==> config.mk <==
export PLATFORM = sky130hd
export DESIGN_NAME = analog_comparator_control
export DESIGN_NICKNAME = d
export VERILOG_FILES = /design/src/common/cmp_ctrl_pkg.sv /design/src/logic/result_sync.sv /design/src/logic/analog_comparator_control.sv
export SDC_FILE = /design/constraint.sdc
export NUM_CORES = 1
export LEC_CHECK = 0
export BUFFER_PORTS_ARGS = -buffer_cell sky130_fd_sc_hd__clkbuf_2
export CORE_MARGIN = 1.5
export CORE_UTILIZATION = 48
export CTS_BUF_LIST = sky130_fd_sc_hd__clkbuf_16
export DETAILED_ROUTE_END_ITERATION = 10
export GPL_TIMING_DRIVEN = 1
export PLACE_DENSITY = 0.92
export SKIP_LAST_GASP = 1
export SLEW_MARGIN = 20
export SYNTH_ARGS = -nofsm -noshare
export SYNTH_HDL_FRONTEND = slang
export SYNTH_SLANG_ARGS = --single-unit
==> constraint.sdc <==
create_clock -name mclk -period 2.65 [get_ports mclk]
set_input_delay 0.1325 -clock mclk [delete_from_list [all_inputs] [get_ports mclk]]
set_output_delay 0.1325 -clock mclk [all_outputs]
set_load 0.02 [all_outputs]
==> src/common/cmp_ctrl_pkg.sv <==
// shared constants, field layout and carrier types of the comparator control block
`default_nettype none
package cmp_ctrl_pkg;

  // ==========================================================================
  // register byte offsets on the bus
  localparam logic [31:0] OFS_CTRL = 32'h0000_0000;
  localparam logic [31:0] OFS_IRQ_STATUS = 32'h0000_0004;
  localparam logic [31:0] OFS_IRQ_MASK = 32'h0000_0008;

  // ==========================================================================
  // comparator_status_control field positions
  localparam int BIT_ENABLE = 7;
  localparam int BIT_REF_SEL = 6;
  localparam int BIT_FLAG = 5;
  localparam int BIT_IRQ_EN = 4;
  localparam int BIT_RESULT = 3;
  localparam int BIT_PIN_EN = 2;
  localparam int MODE_MSB = 1;
  localparam int MODE_LSB = 0;
  localparam logic [7:0] CTRL_RESET = 8'h00;

  // event_mode_select codes
  localparam logic [1:0] MODE_FALL_A = 2'h0;
  localparam logic [1:0] MODE_RISE = 2'h1;
  localparam logic [1:0] MODE_FALL_B = 2'h2;
  localparam logic [1:0] MODE_BOTH = 2'h3;

  // ==========================================================================
  // sticky interrupt status and mask layout
  localparam int IRQ_W = 3;
  localparam int IRQ_EVENT = 0;
  localparam int IRQ_RISE = 1;
  localparam int IRQ_FALL = 2;
  localparam logic [IRQ_W-1:0] IRQ_RESET = 3'h0;

  // ==========================================================================
  // bus encodings and widths
  localparam logic [1:0] HTRANS_NONSEQ = 2'h2;
  localparam logic HRESP_OKAY = 1'b0;
  localparam logic [31:0] RDATA_ZERO = 32'h0000_0000;
  localparam int SAMPLE_W = 10;

  // sync and edge detector fill count
  localparam logic [1:0] FILL_DONE = 2'h3;

  // digitised analog levels seen by the comparator
  typedef struct packed {
    logic [SAMPLE_W-1:0] positive_input_pin;
    logic [SAMPLE_W-1:0] negative_input_pin;
    logic [SAMPLE_W-1:0] bandgap_level;
  } analog_in_t;

  // low power and debug state of the processor
  typedef struct packed {
    logic wait_mode;
    logic light_stop_mode;
    logic deep_stop_mode_one;
    logic deep_stop_mode_two;
    logic debug_halt;
  } power_mode_t;

  // latched address phase of a bus transfer
  typedef struct packed {
    logic valid;
    logic write;
    logic [31:0] addr;
  } bus_phase_t;

endpackage
`default_nettype wire

==> src/logic/result_sync.sv <==
// two-stage synchroniser and edge detector for the comparator result
`timescale 1ns/100ps
`default_nettype none
module result_sync (
  input wire logic mclk,
  input wire logic rst,
  input wire logic raw,
  input wire logic freeze,
  input wire logic clear,
  output logic level,
  output logic rise,
  output logic fall
);
  import cmp_ctrl_pkg::*;

  logic s1_q;
  logic s2_q;
  logic prev_q;
  logic clear_q;
  logic [1:0] fill_q;

  // the decision register still holds its disabled zero one edge after enabling,
  // so the pipeline stays empty for that edge too, or enabling would fake an edge
  always_ff @(posedge mclk or posedge rst) begin
    if (rst) begin
      clear_q <= 1'b1;
    end else begin
      clear_q <= clear;
    end
  end

  // ==========================================================================
  // sampling; frozen while clocks are halted, emptied while disabled
  always_ff @(posedge mclk or posedge rst) begin
    if (rst) begin
      s1_q <= 1'b0;
      s2_q <= 1'b0;
      prev_q <= 1'b0;
      fill_q <= 2'h0;
    end else if (clear || clear_q) begin
      s1_q <= 1'b0;
      s2_q <= 1'b0;
      prev_q <= 1'b0;
      fill_q <= 2'h0;
    end else if (!freeze) begin
      s1_q <= raw;
      s2_q <= s1_q;
      prev_q <= s2_q;
      if (fill_q != FILL_DONE) begin
        fill_q <= fill_q + 2'h1;
      end
    end
  end

  // edges only once prev holds a real sample, so enabling never fakes one
  assign level = s2_q;
  assign rise = (fill_q == FILL_DONE) && !freeze && s2_q && !prev_q;
  assign fall = (fill_q == FILL_DONE) && !freeze && !s2_q && prev_q;

endmodule
`default_nettype wire

==> src/logic/analog_comparator_control.sv <==
// register, event and power-mode control around the analog comparator
//
// The register addresses and the AHB-Lite slave port were left to the implementer.
`timescale 1ns/100ps
`default_nettype none
module analog_comparator_control (
  input wire logic mclk,
  input wire logic rst,
  // bus slave
  input wire logic hsel,
  input wire logic [31:0] haddr,
  input wire logic [1:0] htrans,
  input wire logic hwrite,
  input wire logic [2:0] hsize,
  input wire logic [31:0] hwdata,
  input wire logic hready,
  output logic hreadyout,
  output logic hresp,
  output logic [31:0] hrdata,
  // analog core and system
  input wire cmp_ctrl_pkg::analog_in_t analog_in,
  input wire cmp_ctrl_pkg::power_mode_t power_mode,
  output logic comparator_output_pin,
  output logic result_pin_oe_n,
  output logic cmp_irq
);
  import cmp_ctrl_pkg::*;

  // ==========================================================================
  // declarations
  bus_phase_t dphase_q;
  logic [31:0] rdata_q;
  logic comparator_enable_q;
  logic reference_select_q;
  logic compare_event_flag_q;
  logic compare_irq_enable_q;
  logic result_pin_enable_q;
  logic [1:0] event_mode_select_q;
  logic [IRQ_W-1:0] irq_status_q;
  logic [IRQ_W-1:0] irq_mask_q;
  logic raw_q;
  logic raw_d;
  logic pin_q;
  logic pin_oe_n_q;
  logic [SAMPLE_W-1:0] plus_in;
  logic [SAMPLE_W-1:0] minus_in;
  logic any_stop;
  logic deep_stop;
  logic active;
  logic addr_take;
  logic wr_ctrl;
  logic wr_status;
  logic wr_mask;
  logic sync_level;
  logic sync_rise;
  logic sync_fall;
  logic cmp_event;
  logic result_bit;
  logic [7:0] ctrl_view;
  logic [IRQ_W-1:0] irq_events;

  // ==========================================================================
  // power modes: wait and debug halt change nothing, stop disables the core
  // wait_mode and debug_halt are deliberately ignored
  assign any_stop = power_mode.light_stop_mode | power_mode.deep_stop_mode_one | power_mode.deep_stop_mode_two;
  assign deep_stop = power_mode.deep_stop_mode_one | power_mode.deep_stop_mode_two;
  assign active = comparator_enable_q && !any_stop;

  // ==========================================================================
  // comparator decision on digitised levels
  assign plus_in = reference_select_q ? analog_in.bandgap_level : analog_in.positive_input_pin;
  assign minus_in = analog_in.negative_input_pin;

  // equal levels hold the last decision, standing in for the analog hysteresis
  always_comb begin
    raw_d = raw_q;
    if (!active) begin
      raw_d = 1'b0;
    end else if (plus_in > minus_in) begin
      raw_d = 1'b1;
    end else if (plus_in < minus_in) begin
      raw_d = 1'b0;
    end
  end

  // decision register; frozen with the clocks in light stop
  always_ff @(posedge mclk or posedge rst) begin
    if (rst) begin
      raw_q <= 1'b0;
    end else if (deep_stop) begin
      raw_q <= 1'b0;
    end else if (!power_mode.light_stop_mode) begin
      raw_q <= raw_d;
    end
  end

  // ==========================================================================
  // synchroniser and edge detector
  result_sync u_sync (
    .mclk(mclk),
    .rst(rst),
    .raw(raw_q),
    .freeze(power_mode.light_stop_mode),
    .clear(!comparator_enable_q || deep_stop),
    .level(sync_level),
    .rise(sync_rise),
    .fall(sync_fall)
  );

  // event selection by mode; no events while any stop mode holds
  always_comb begin
    cmp_event = 1'b0;
    case (event_mode_select_q)
      MODE_FALL_A: cmp_event = sync_fall;
      MODE_RISE: cmp_event = sync_rise;
      MODE_FALL_B: cmp_event = sync_fall;
      MODE_BOTH: cmp_event = sync_rise | sync_fall;
      default: cmp_event = 1'b0;
    endcase
    if (!active) begin
      cmp_event = 1'b0;
    end
  end

  assign irq_events = {sync_fall & active, sync_rise & active, cmp_event};
  assign result_bit = active ? sync_level : 1'b0;

  // ==========================================================================
  // bus slave: zero wait states, always OKAY
  assign hreadyout = 1'b1;
  assign hresp = HRESP_OKAY;
  assign hrdata = rdata_q;
  assign addr_take = hsel && hready && (htrans == HTRANS_NONSEQ);
  assign wr_ctrl = dphase_q.valid && dphase_q.write && (dphase_q.addr == OFS_CTRL);
  assign wr_status = dphase_q.valid && dphase_q.write && (dphase_q.addr == OFS_IRQ_STATUS);
  assign wr_mask = dphase_q.valid && dphase_q.write && (dphase_q.addr == OFS_IRQ_MASK);

  // address phase latch; hsize is always a word here
  always_ff @(posedge mclk or posedge rst) begin
    if (rst) begin
      dphase_q <= '0;
    end else if (hready) begin
      dphase_q.valid <= addr_take;
      dphase_q.write <= hwrite;
      dphase_q.addr <= haddr;
    end
  end

  // register view as software reads it
  always_comb begin
    ctrl_view = CTRL_RESET;
    ctrl_view[BIT_ENABLE] = comparator_enable_q;
    ctrl_view[BIT_REF_SEL] = reference_select_q;
    ctrl_view[BIT_FLAG] = compare_event_flag_q;
    ctrl_view[BIT_IRQ_EN] = compare_irq_enable_q;
    ctrl_view[BIT_RESULT] = result_bit;
    ctrl_view[BIT_PIN_EN] = result_pin_enable_q;
    ctrl_view[MODE_MSB:MODE_LSB] = event_mode_select_q;
  end

  // read data captured at the address phase, unmapped words read zero
  always_ff @(posedge mclk or posedge rst) begin
    if (rst) begin
      rdata_q <= RDATA_ZERO;
    end else if (addr_take && !hwrite) begin
      if (haddr == OFS_CTRL) begin
        rdata_q <= {24'h00_0000, ctrl_view};
      end else if (haddr == OFS_IRQ_STATUS) begin
        rdata_q <= {29'h0000_0000, irq_status_q};
      end else if (haddr == OFS_IRQ_MASK) begin
        rdata_q <= {29'h0000_0000, irq_mask_q};
      end else begin
        rdata_q <= RDATA_ZERO;
      end
    end
  end

  // ==========================================================================
  // control fields; deep stop returns them to reset, light stop holds them
  always_ff @(posedge mclk or posedge rst) begin
    if (rst) begin
      comparator_enable_q <= CTRL_RESET[BIT_ENABLE];
      reference_select_q <= CTRL_RESET[BIT_REF_SEL];
      compare_irq_enable_q <= CTRL_RESET[BIT_IRQ_EN];
      result_pin_enable_q <= CTRL_RESET[BIT_PIN_EN];
      event_mode_select_q <= CTRL_RESET[MODE_MSB:MODE_LSB];
    end else if (deep_stop) begin
      comparator_enable_q <= CTRL_RESET[BIT_ENABLE];
      reference_select_q <= CTRL_RESET[BIT_REF_SEL];
      compare_irq_enable_q <= CTRL_RESET[BIT_IRQ_EN];
      result_pin_enable_q <= CTRL_RESET[BIT_PIN_EN];
      event_mode_select_q <= CTRL_RESET[MODE_MSB:MODE_LSB];
    end else if (wr_ctrl) begin
      comparator_enable_q <= hwdata[BIT_ENABLE];
      reference_select_q <= hwdata[BIT_REF_SEL];
      compare_irq_enable_q <= hwdata[BIT_IRQ_EN];
      result_pin_enable_q <= hwdata[BIT_PIN_EN];
      event_mode_select_q <= hwdata[MODE_MSB:MODE_LSB];
    end
  end

  // event flag: a new event beats a clearing write in the same cycle
  always_ff @(posedge mclk or posedge rst) begin
    if (rst) begin
      compare_event_flag_q <= CTRL_RESET[BIT_FLAG];
    end else if (deep_stop) begin
      compare_event_flag_q <= CTRL_RESET[BIT_FLAG];
    end else if (cmp_event) begin
      compare_event_flag_q <= 1'b1;
    end else if (wr_ctrl && hwdata[BIT_FLAG]) begin
      compare_event_flag_q <= 1'b0;
    end
  end

  // sticky status, write one to clear, set wins; mask is plain storage
  always_ff @(posedge mclk or posedge rst) begin
    if (rst) begin
      irq_status_q <= IRQ_RESET;
      irq_mask_q <= IRQ_RESET;
    end else if (deep_stop) begin
      irq_status_q <= IRQ_RESET;
      irq_mask_q <= IRQ_RESET;
    end else begin
      irq_status_q <= irq_events | (irq_status_q & ~(wr_status ? hwdata[IRQ_W-1:0] : IRQ_RESET));
      if (wr_mask) begin
        irq_mask_q <= hwdata[IRQ_W-1:0];
      end
    end
  end

  // interrupt level; stays readable from held state through light stop
  assign cmp_irq = (compare_irq_enable_q && compare_event_flag_q) || (|(irq_status_q & irq_mask_q));

  // ==========================================================================
  // output pin, registered; enable low while the block drives it
  always_ff @(posedge mclk or posedge rst) begin
    if (rst) begin
      pin_q <= 1'b0;
      pin_oe_n_q <= 1'b1;
    end else begin
      pin_q <= result_pin_enable_q && result_bit;
      pin_oe_n_q <= !result_pin_enable_q;
    end
  end

  assign comparator_output_pin = pin_q;
  assign result_pin_oe_n = pin_oe_n_q;
endmodule
`default_nettype wire

# Yosys cells after proc, flatten, opt, wreduce, memory -nomap -nowiden
# Index checks and enable logic that the tools add are counted.
dict set report totals {
  register_bits 88
  latchBits 0
  mem_bits_rw 0
  romBits 0
  in_bits 109
  out_inout_bits 37
  wordCells 121
  mem_count 0
}
dict set report classes {
  add_sub_neg 1
  n_mul 0
  div 0
  order_cmp 2
  n_eq_ne 13
  n_shift 0
  muxes 38
  bitwise 10
  reduce_logical 37
}
# cell count
set op_table {}
lappend op_table {{32-bit by 3-bit == test with 1-bit output (second input constant)} 2}
lappend op_table {{32-bit by 4-bit == test with 1-bit output (second input constant)} 2}
lappend op_table {{32-bit zero test} 2}
lappend op_table {{1-bit two-way mux} 24}
lappend op_table {{3-bit two-way mux} 6}
lappend op_table {{1-bit logical AND} 16}
lappend op_table {{10-bit greater-than comparator} 1}
lappend op_table {{10-bit < comparator} 1}
lappend op_table {{10-bit two-way mux} 1}
lappend op_table {{2-bit two-way mux} 5}
lappend op_table {{2-bit == test (second input constant)} 4}
lappend op_table {{8-bit two-way mux} 1}
lappend op_table {{1-bit zero test} 7}
lappend op_table {{3-bit AND} 2}
lappend op_table {{2-bit nonzero test} 3}
lappend op_table {{2-bit by 1-bit != test with 1-bit output (second input constant)} 2}
lappend op_table {{4-bit by 2-bit != test with 1-bit output (second input constant)} 1}
lappend op_table {{1-bit OR} 4}
lappend op_table {{2-bit AND reduction} 2}
lappend op_table {{1-bit logical OR} 3}
lappend op_table {{3-bit NOT} 1}
lappend op_table {{3-bit OR} 1}
lappend op_table {{1-bit case mux with 3 select lines} 1}
lappend op_table {{3-bit nonzero test} 1}
lappend op_table {{other kinds (7)} 8}

# Depth between registers and ports, before layout
# Gate-level depths: netlist of the first run.
dict set report depth {
  word_depth 9
  depth_mapped 7
  depth_no_buf 6
}

# By module
# Synthesis of the first run repeated with hierarchy kept, for this count alone.
dict set report unflattened {
  cells_unflattened 302
  hier_area_um2 3449.6
}
# mod instances cells_per_inst area_per_inst_um2 seq_area_each_um2
set modules_own_cells {}
lappend modules_own_cells {analog_comparator_control 1 279 3160.5 1452.6}
lappend modules_own_cells {result_sync 1 23 289.0 151.4}

# Worst setup path after synthesis of the first run
# No wires, ideal clock.
dict set report synth_path {
  kind {reg2reg}
  startpoint {register reference_select_q}
  endpoint {register raw_q}
  setup_time_ps 130
  arrival_ps 1951
  required_time_ps 2520
  setup_slack_ps 569
  path_stages_with_launch 8
  path_buffers 1
  synth_period_minus_slack_ps 2081
  path_cell_list {dfrtp_1 -> buf_1 -> mux2_2 -> ha_1 -> a21o_1 -> a21o_1 -> a211oi_1 -> a31oi_1}
}
dict set report synth_between {
  elab_chain_cells 6
  elab_cells_between_ends 9
  cone_classes {order compare (2); eq/ne (1); mux (5); reduce/logical (1)}
}
# element line
set synth_lines {}
lappend synth_lines {{start: declaration} analog_comparator_control.sv:34} ;# logic reference_select_q;
lappend synth_lines {{start signal: assignment} analog_comparator_control.sv:183} ;# reference_select_q <= CTRL_RESET[BIT_REF_SEL];
lappend synth_lines {{start signal: assignment} analog_comparator_control.sv:189} ;# reference_select_q <= CTRL_RESET[BIT_REF_SEL];
lappend synth_lines {{start signal: assignment} analog_comparator_control.sv:195} ;# reference_select_q <= hwdata[BIT_REF_SEL];
lappend synth_lines {{10-bit two-way mux (*)} analog_comparator_control.sv:71} ;# assign plus_in = reference_select_q ? analog_in.bandgap_level : analog_in.positive_input_pin;
lappend synth_lines {{10-bit greater-than comparator} analog_comparator_control.sv:79} ;# end else if (plus_in > minus_in) begin
lappend synth_lines {{1-bit two-way mux} analog_comparator_control.sv:79}
lappend synth_lines {{1-bit two-way mux} analog_comparator_control.sv:77} ;# if (!active) begin
lappend synth_lines {{1-bit two-way mux} analog_comparator_control.sv:92} ;# end else if (!power_mode.light_stop_mode) begin
lappend synth_lines {{1-bit two-way mux} analog_comparator_control.sv:90} ;# end else if (deep_stop) begin
lappend synth_lines {{end signal: assignment} analog_comparator_control.sv:93} ;# raw_q <= raw_d;
lappend synth_lines {{end: declaration} analog_comparator_control.sv:41} ;# logic raw_q;
# Mark *: on every way between the ends. The rest lies on a longest branch, timed or not. The select of a mux whose other input is x is not followed.
# A chain may end at the register's enable or synchronous reset.

# Worst setup path in the final report of the first run
# Same ends and word-level chain as after synthesis.

==> flow_metrics.tcl, run 1 <==
set metrics [dict create \
    ys_seq_elements 64 \
    routedWlPerCell_um 15.2 \
    path_class "reg -> reg" \
    post_cts_buffers 0 \
    route.vias.total 2594 \
    final_cells 491 \
    crit_required_ps 2890 \
    finalSetupTns_ps 0 \
    synth_flop_cell "dfrtp_1" \
    synth-async-reset-ratio 1.00 \
    antenna_cells 0 \
    finalSetupViolCount 0 \
    rows 30 \
    finClkSkew_ps 5.43 \
    coreArea_mm2 0.00694 \
    pwr_density_cell_mw_per_mm2 586 \
    critPathCaptureType "flip-flop" \
    die_w_um 88.5 \
    max_slew.worst_pin.slew_ps 948 \
    pin_count 146 \
    initial_core_util 0.505 \
    cts_buffers 9 \
    tritoncts "done" \
    port_buffers 89 \
    rsz0062_at_grt "no" \
    globalplace.congestion 0.883 \
    firstDrtPassIters 4 \
    crit_path_start_kind "flip-flop" \
    dpl.hpwl_um 5710 \
    layout.nets 510 \
    hold_start "hwdata[4]" \
    cp_cell_sequence "mux2_2 > ha_1 > and4_1 > a41oi_1 > o221ai_1 > a31oi_1" \
    placedCellCount 474 \
    antenna_found_initial 0 \
    status "completed" \
    ys_types 53 \
    drive_gt1_frac 0.428 \
    synth_area_mm2 0.00351 \
    peakVddDrop_uv 425 \
    drt_iter0_drc 182 \
    ant_nets 0 \
    grt_max_degree 35 \
    ctsHtreeMaxLevel 3 \
    synth_edf_count 0 \
    die_area_mm2 0.00783 \
    slew_violations 0 \
    grt_use_total 0.205 \
    max_clock_freq_mhz 444 \
    vias_per_cell 5.28 \
    cts_buffer_depth 2 \
    syn2layout_area_growth_pct 20.8 \
    finalHoldViolCount 0 \
    avgSynthCellArea_um2 11.8 \
    cts_sinks 64 \
    worstHoldPathType "in -> reg" \
    clock_latency_ps 320 \
    grt_pass1_wl_um 12100 \
    grt-ovfl-total 0 \
    grt_pass1_vias 2598 \
    crit_path_max_fanout 12 \
    static-leakage-power_nw 2.00 \
    yosys_warnings 0 \
    slew_headroom 0.366 \
    arrival_ps 2490 \
    clkTransAtPathRegs_ps 50 \
    root_buffer "clkbuf_16" \
    p_total_mw 2.48 \
    routed_wl_um 7460 \
    slowest_delay_ps 640 \
    syn-instance-count 298 \
    drc 0 \
    die_h_um 88.5 \
    fin_crit_ps 2250 \
    period_share 0.850 \
    cp_slowest_cell "dfrtp_1" \
    max_cap_violations 0 \
    r2r_start "reference_select_q" \
    cp-startpoint "reference_select_q" \
    seq_area_frac_synth 0.457 \
    hold_slack_ps 34.3 \
]
per-stage QoR:
stage,setup slack [ps],utilization,cell area (um^2)
2_1_floorplan,569,-,3600
3_3_place_gp,544,0.567,3940
3_5_place_dp,439,0.567,3940
4_1_cts,420,0.610,4240
5_1_grt,281,0.610,4240
6_report,396,0.610,4240
per-layer routing:
layer  wire, um  track usage
met5          0            0
met4        232       0.0866
met2       3780        0.355
met1       3000        0.239
met3        443       0.0606
sequential cells by signal, indices dropped and copies added (netlist names), 2 cells and up:
register and count:
dphase_q 34, u_sync.fill_q 2, irq_mask_q 3, hrdata 8, irq_status_q 3, event_mode_select_q 2
power by group:
group | leakage (nW) | internal [mW] | switching, mW
sequential | 0.812 | 1.03 | 0.0497
combinational | 1.04 | 0.132 | 0.139
clock | 0.144 | 0.718 | 0.414
total | 2.00 | 1.88 | 0.603
final cells by class:
cell class | instances | area [um^2]
timing repair buffer | 93 | 478
multi-input combinational | 210 | 1700
tap | 96 | 120
clock inverter | 7 | 63.8
clock buffer | 9 | 225
fill | 559 | 2710
sequential | 64 | 1600
inverter | 12 | 45.0
synth_stat cells, drive strengths merged (2+ instances only):
master  number  area (um^2)
dfrtp       62         1550
mux2        43          484
buf         34          240
nand2       21         78.8
nor4        14          166
mux2i       13          130
inv         12         45.0
ha          11          138
nor2         9         33.8
a21oi        7         35.0
nand4        6         43.8
o21ai        6         30.0
and4         5         47.6
nor2b        5         31.3
a32o         4         40.0
nand3b       4         33.8
o31ai        4         30.0
a22o         3         26.3
nand2b       3         18.8
nor3         3         26.3
a21o         2         15.0
a22oi        2         15.0
clkbuf       2         7.51
conb         2         7.51
dfstp        2         52.6
nor4b        2         47.6
or2          2         12.5
final timing paths:
path	end	slack (ps)	cells after the start
setup / recovery	raw_q	400	6
hold / removal	compare_irq_enable_q	30	3
setup reg to reg	raw_q	400	6
hold reg to reg	result_pin_oe_n	450	1
max in group asynchronous	result_pin_oe_n	1680	4
min in group asynchronous	irq_status_q[2]	260	3
worst max-delay path, delay by kind of cell (launching register included):
kind	cells	cell delay (ps)
mux	1	400
compound gates	3	590
fa+ha+maj	1	300
flops	1	640
simple gates	1	230
cells in the final DEF (no fill, tap or decap), types with 2 or more instances in the layout:
cell,Yosys,layout
a21oi_1,7,7
a22oi_1,2,2
a22o_1,3,3
ha_1,11,11
nand4_1,5,5
a21o_1,2,2
dfrtp_1,62,62
nand2_1,21,21
o31ai_1,4,4
mux2i_1,13,13
clkbuf_2,0,89
nor4_2,3,3
conb_1,2,26
nor3_1,2,2
and4_1,3,3
nor2b_1,5,5
nor4_4,4,4
nor4_1,7,7
nor2_1,9,9
dfstp_2,2,2
a32o_1,4,4
buf_4,26,3
nand3b_1,3,3
nand2b_1,3,3
clkbuf_16,0,9
clkinv_2,0,2
o21ai_0,6,6
inv_1,12,12
nor4b_4,2,2
mux2_2,43,43
cell families (layout without fill, tap and decap cells):
kind of cell    Yosys count  after routing  synth area share
simple gates             78             78             0.163
flops                    64             64             0.457
mux                      56             56             0.175
buf+inv                  48            121            0.0834
compound gates           38             38            0.0781
fa+ha+maj                11             11            0.0392
other cells               2             26           0.00214
xor+xnor                  1              1           0.00250
what timing repair did:
| item | CTS | global route |
|---|---|---|
| endpoints found under the hold margin | 10 | 0 |
| hold buffers | 1 | 0 |
| gates resized for setup | 0 | 0 |
No activity file was read; power rests on OpenSTA's default activity.
==> run 2, diff against run 1 <==
PLACE_DENSITY = 0.8   (was 0.92)
==> flow_metrics.tcl, run 2 (synthesis gave the netlist of run 1 again) <==
set metrics [dict create \
    max_slew.worst_pin.slew_ps 900 \
    pin_count 146 \
    globalplace.congestion 0.814 \
    p_int_mw 1.87 \
    vias_per_cell 5.21 \
    status "completed" \
    pwr-share-comb 0.109 \
    max_cap_violations 0 \
    cp_slowest_cell "dfrtp_1" \
    fillers 588 \
    finalHoldViolCount 0 \
    syn2layout_area_growth_pct 20.0 \
    peakVddDrop_uv 504 \
    finClkSkew_ps 5.55 \
    routedWlPerCell_um 14.4 \
    crit_required_ps 2890 \
    slew_violations 0 \
    crit_path_max_fanout 12 \
    cts_sinks 64 \
    cp_cell_sequence "mux2_2 > ha_1 > and4_1 > a41oi_1 > o221ai_1 > a31oi_1" \
    initial_core_util 0.505 \
    tritoncts "done" \
    rsz0062_at_grt "no" \
    clkTransAtPathRegs_ps 50 \
    coreArea_mm2 0.00694 \
    die_h_um 88.5 \
    arrival_ps 2350 \
    ff2ff_path_depth 6 \
    pwr_density_cell_mw_per_mm2 578 \
    post_cts_buffers 0 \
    ctsHtreeMaxLevel 3 \
    grt_pass1_vias 2496 \
    antenna_found_initial 0 \
    final_cell_mix "clkbuf_2 (89), dfrtp_1 (62), mux2_2 (43)" \
    grt_max_degree 65 \
    switching_share 0.232 \
    root_buffer "clkbuf_16" \
    route.vias.total 2546 \
    power_frac_clock 0.447 \
    placedCellCount 473 \
    cts_buffers 9 \
    drive_gt1_frac 0.422 \
    crit_path_start_kind "flip-flop" \
    layout.nets 508 \
    power.switching_mw 0.564 \
    seqPwrFrac 0.444 \
    finalSetupViolCount 0 \
    cp-startpoint "reference_select_q" \
    drt_iter0_drc 161 \
    drc 0 \
    static-leakage-power_nw 1.99 \
    slowest_delay_ps 610 \
    r2r_start "reference_select_q" \
    die_area_mm2 0.00783 \
    largest-register "dphase_q" \
    max_clock_freq_mhz 473 \
    rows 30 \
    largest_reg_flops 34 \
    cts_hold_buf 0 \
    grt-ovfl-total 0 \
    place_area_mm2 0.00393 \
    ant_nets 0 \
    setup_slack_ps 536 \
    grt_use_total 0.198 \
    routed_wl_um 7040 \
    period_share 0.798 \
    worstHoldPathType "in -> async" \
    finalSetupTns_ps 0 \
    path_class "reg -> reg" \
    critPathCaptureType "flip-flop" \
    slew_headroom 0.398 \
    cts_buffer_depth 2 \
    postCtsResizedCells 0 \
    clock_latency_ps 320 \
    antenna_cells 0 \
    firstDrtPassIters 4 \
    port_buffers 89 \
    final_cells 489 \
    die_w_um 88.5 \
    final_common_cell "clkbuf_2" \
    fin_crit_ps 2110 \
    grt_pass1_wl_um 11700 \
    place_ws_ps 525 \
    final_area_mm2 0.00421 \
    dpl.hpwl_um 5380 \
]
run 2: cell types whose count changed in the layout (fill, tap and decap cells not counted), sizes merged:
cell         before  now
dlygate4sd3       1    0
buf               3    2
clkinvlp          1    0
inv              13   14
run 2: path summary, 6_finish.rpt:
path                                         endpoint  slack, ps
max in group asynchronous        compare_irq_enable_q       2120
worst min-delay path            comparator_output_pin          5
worst max-delay path                            raw_q        540
worst max register to register                  raw_q        540
worst min register to register        result_pin_oe_n        480
min in group mclk                  reference_select_q         40
run 2: final cells by class:
class	instances	area (um^2)	share of cell area
Clock buffer	9	225	0.0535
Clock inverter	7	55.1	0.0131
Inverter	12	45.0	0.0107
Multi-Input combinational cell	210	1700	0.404
Sequential cell	64	1600	0.381
Tap cell	96	120	0.0285
Timing Repair Buffer	91	460	0.109
run 2: power by group through the flow:
stage	Sequential, mW	Combinational, mW	Clock [mW]
floorplan	1.09	0.207	0
global placement	1.09	0.257	0
detailed placement	1.10	0.266	0
CTS	1.08	0.268	1.12
global route	1.09	0.296	1.16
finish	1.08	0.265	1.09
run 2: routing by layer:
metal | vias to the layer above | routed length (um) | global-route usage | share of wire
met3 | 10 | 346 | 0.0625 | 0.049
met5 | - | 0 | 0 | 0
met1 | 1232 | 3000 | 0.242 | 0.43
met2 | 82 | 3590 | 0.336 | 0.51
met4 | 0 | 97 | 0.0597 | 0.014
li1 | 1222 | - | - | -
run 2: critical path, delay by kind of cell, from the launching register on:
| family | cells | cell delay (ps) |
|---|---|---|
| compound gates | 3 | 520 |
| simple gates | 1 | 230 |
| mux | 1 | 390 |
| fa+ha+maj | 1 | 280 |
| flops | 1 | 610 |
run 2: through the flow:
step                total power, mW   util  hold slack (ps)
floorplan                      1.29      -              270
global placement               1.35  0.566              363
detailed placement             1.36  0.566              369
CTS                            2.47  0.607             33.1
global route                   2.54  0.607             52.9
finish                         2.43  0.607             5.00
==> run 3, diff against run 2 <==
ABC_AREA = 1   (was default)
CORE_UTILIZATION = 44   (was 48)
PLACE_DENSITY = 0.77   (was 0.8)
clock period = 1.81 ns   (was 2.65 ns; I/O delays follow)
==> flow_metrics.tcl, run 3 <==
set metrics [dict create \
    grt_use_total 0.191 \
    synth_commonest_cells "nand2_1 (144), dfrtp_1 (62), inv_1 (52), nor2_1 (52), nand3_1 (38)" \
    drive_gt1_frac 0.264 \
    globalplace.congestion 0.826 \
    grt_pass1_wl_um 13200 \
    synth_xor_area_frac 0.00242 \
    regToRegSetupSlack_ps -90 \
    route.vias.total 3322 \
    cts_sinks 64 \
    ff_latch_area_mm2 0.00161 \
    finClkSkew_ps 9.17 \
    top_layer "met4" \
    yosys.area.top_type "dfrtp_1" \
    violations "setup timing" \
    pwr_density_cell_mw_per_mm2 789 \
    die_area_mm2 0.00878 \
    cp_common_cell "nand2_1" \
    synth_top_family_by_area "simple AND/OR/NAND/NOR gates" \
    cts_buffer_depth 2 \
    cp_cell_sequence "buf_12 > mux2_2 > ha_4 > nand2_1 > inv_1 > nor2_1 > o21ai_1 > nand2_1 > nand3_1 > nand2_1 > a21oi_2" \
    finalHoldViolCount 0 \
    slew_violations 0 \
    yosys_warnings 0 \
    final_common_cell "nand2_1" \
    wl_met1_um 3650 \
    tritoncts "done" \
    pin_count 146 \
    ant_nets 0 \
    fillers 645 \
    cp_slowest_cell "dfrtp_2" \
    port_buffers 89 \
    max_cap_violations 0 \
    worstPathBufferInverterCount 2 \
    drt_iter0_drc 185 \
    syn2layout_area_growth_pct 31.9 \
    avgSynthCellArea_um2 7.66 \
    ys_types 30 \
    synth_edf_count 0 \
    largest-register "dphase_q" \
    initial_core_util 0.461 \
    syn-instance-count 473 \
    crit_required_ps 2060 \
    die_w_um 93.7 \
    grt-ovfl-total 0 \
    clkTransAtPathRegs_ps 50 \
    synthMuxAreaShare 0.0308 \
    static-leakage-power_nw 2.48 \
    slowest_delay_ps 400 \
    arrival_ps 2160 \
    setup_slack_ps -94.7 \
    firstDrtPassIters 4 \
    routed_wl_um 8660 \
    peakVddDrop_uv 394 \
    route.met2.wl_um 4360 \
    ys_seq_elements 64 \
    status "finished, violations left" \
    crit_path_max_fanout 5 \
    final_cell_mix "nand2_1 (140), clkbuf_2 (89), dfrtp_1 (61)" \
    die_h_um 93.7 \
    crit_path_start_kind "flip-flop" \
    synth_flop_cell "dfrtp_1" \
    ctsHtreeMaxLevel 3 \
    finalSetupViolCount 1 \
    multi_input_comb_area_mm2 0.00182 \
    worstHoldPathType "in -> reg" \
    drc 0 \
    period_share 1.05 \
    antenna_found_initial 0 \
    synth_fa_ha_area_frac 0.0380 \
    synth_area_mm2 0.00362 \
    layout.nets 705 \
    synth-async-reset-ratio 1.00 \
    grt_max_degree 65 \
    cts_buffers 9 \
    rsz0062_at_grt "yes" \
    routedWlPerCell_um 12.5 \
    seq_area_frac_synth 0.443 \
    coreArea_mm2 0.00785 \
    yosys-top-cells-area "dfrtp_1 (43%), nand2_1 (15%), buf_4 (5.6%)" \
    synth_compound_area_frac 0.0653 \
    critPathCaptureType "flip-flop" \
    p_total_mw 3.77 \
    root_buffer "clkbuf_16" \
    hold_slack_ps 1.77 \
    place_area_mm2 0.00410 \
    vias_per_cell 4.80 \
    rows 32 \
    place_ws_ps -91.2 \
    antenna_cells 0 \
    dpl.hpwl_um 5920 \
    synthDominantCellAreaShare 0.428 \
    cp_top_family "flip-flops" \
    max_clock_freq_mhz 525 \
    fin_util 0.609 \
    wl_met3_um 450 \
    path_class "reg -> reg" \
    largest_reg_flops 34 \
    synthSimpleGateAreaFrac 0.291 \
    grt_pass1_vias 3090 \
    final_area_mm2 0.00478 \
    fin_crit_ps 1900 \
    post-synth-top-count-cell "nand2_1" \
    clock_latency_ps 330 \
]
-- run 3: changes by cell type after synthesis, moves of 6 or more --
cell     delta
nand3_1    +38
nor4_1      -7
inv_1      +40
nor2_1     +43
mux2i_1    -12
a21oi_1     +6
o21ai_0    +21
nand2_1   +123
mux2_2     -34
-- run 3: worst reg2reg max path: stages (launching register included) --
cell	delay, ps
dfrtp_2	400
buf_12	130
mux2_2	350
ha_4	290
nand2_1	70
inv_1	70
nor2_1	50
o21ai_1	130
nand2_1	70
nand3_1	80
nand2_1	60
a21oi_2	130
-- run 3: cell type report --
type / count / share of cell area
repair buffers: 114 / 0.150
multi-input cells: 342 / 0.381
flip-flops and latches: 64 / 0.336
well taps: 102 / 0.0267
clock buffers: 9 / 0.0471
clock inverters: 7 / 0.0168
inverters: 54 / 0.0430
-- run 3: timing repair --
| item | CTS | global route |
|---|---|---|
| pin swaps | 1 | 9 |
| resized for setup | 2 | 28 |
| setup endpoints to repair | 1 | 1 |
| buffers inserted | 1 | 0 |
| hold buffers | 16 | 0 |
| endpoints found under the hold margin | 77 | 0 |
| cloned | 0 | 1 |
-- run 3: worst paths after layout --
check                                     from                    to  depth (start not counted)
min in group asynchronous                  rst             hrdata[7]                          4
setup / recovery            reference_select_q                 raw_q                         11
hold reg to reg            result_pin_enable_q       result_pin_oe_n                          1
max in group asynchronous                  rst        u_sync.clear_q                          4
setup reg to reg            reference_select_q                 raw_q                         11
hold / removal                       hwdata[4]  compare_irq_enable_q                          3
-- run 3: stage by stage --
stage,TNS [ps],instances
2_1_floorplan,0,497
3_3_place_gp,-36.5,658
3_5_place_dp,-91.2,658
4_1_cts,-20.9,691
5_1_grt,-171,692
6_report,-94.7,692
-- run 3: cell families (layout without fill, tap and decap cells) --
family / count (synthesis) / in the layout
simple gates: 249 / 249
buf+inv: 91 / 184
flops: 64 / 64
compound gates: 45 / 45
fa+ha+maj: 11 / 11
mux: 10 / 10
other cells: 2 / 26
xor+xnor: 1 / 1
-- run 3: report_power, final --
part | total [mW] | switching, mW | internal, mW | leakage (nW)
logic | 0.504 | 0.296 | 0.208 | 1.51
clock network | 1.73 | 0.654 | 1.08 | 0.143
registers | 1.53 | 0.0329 | 1.50 | 0.826
-- run 3: routing by layer --
layer | GRT usage | up-vias
met5 | 0 | -
met4 | 0.0771 | 0
met3 | 0.0283 | 19
met2 | 0.336 | 101
met1 | 0.234 | 1538
li1 | - | 1664
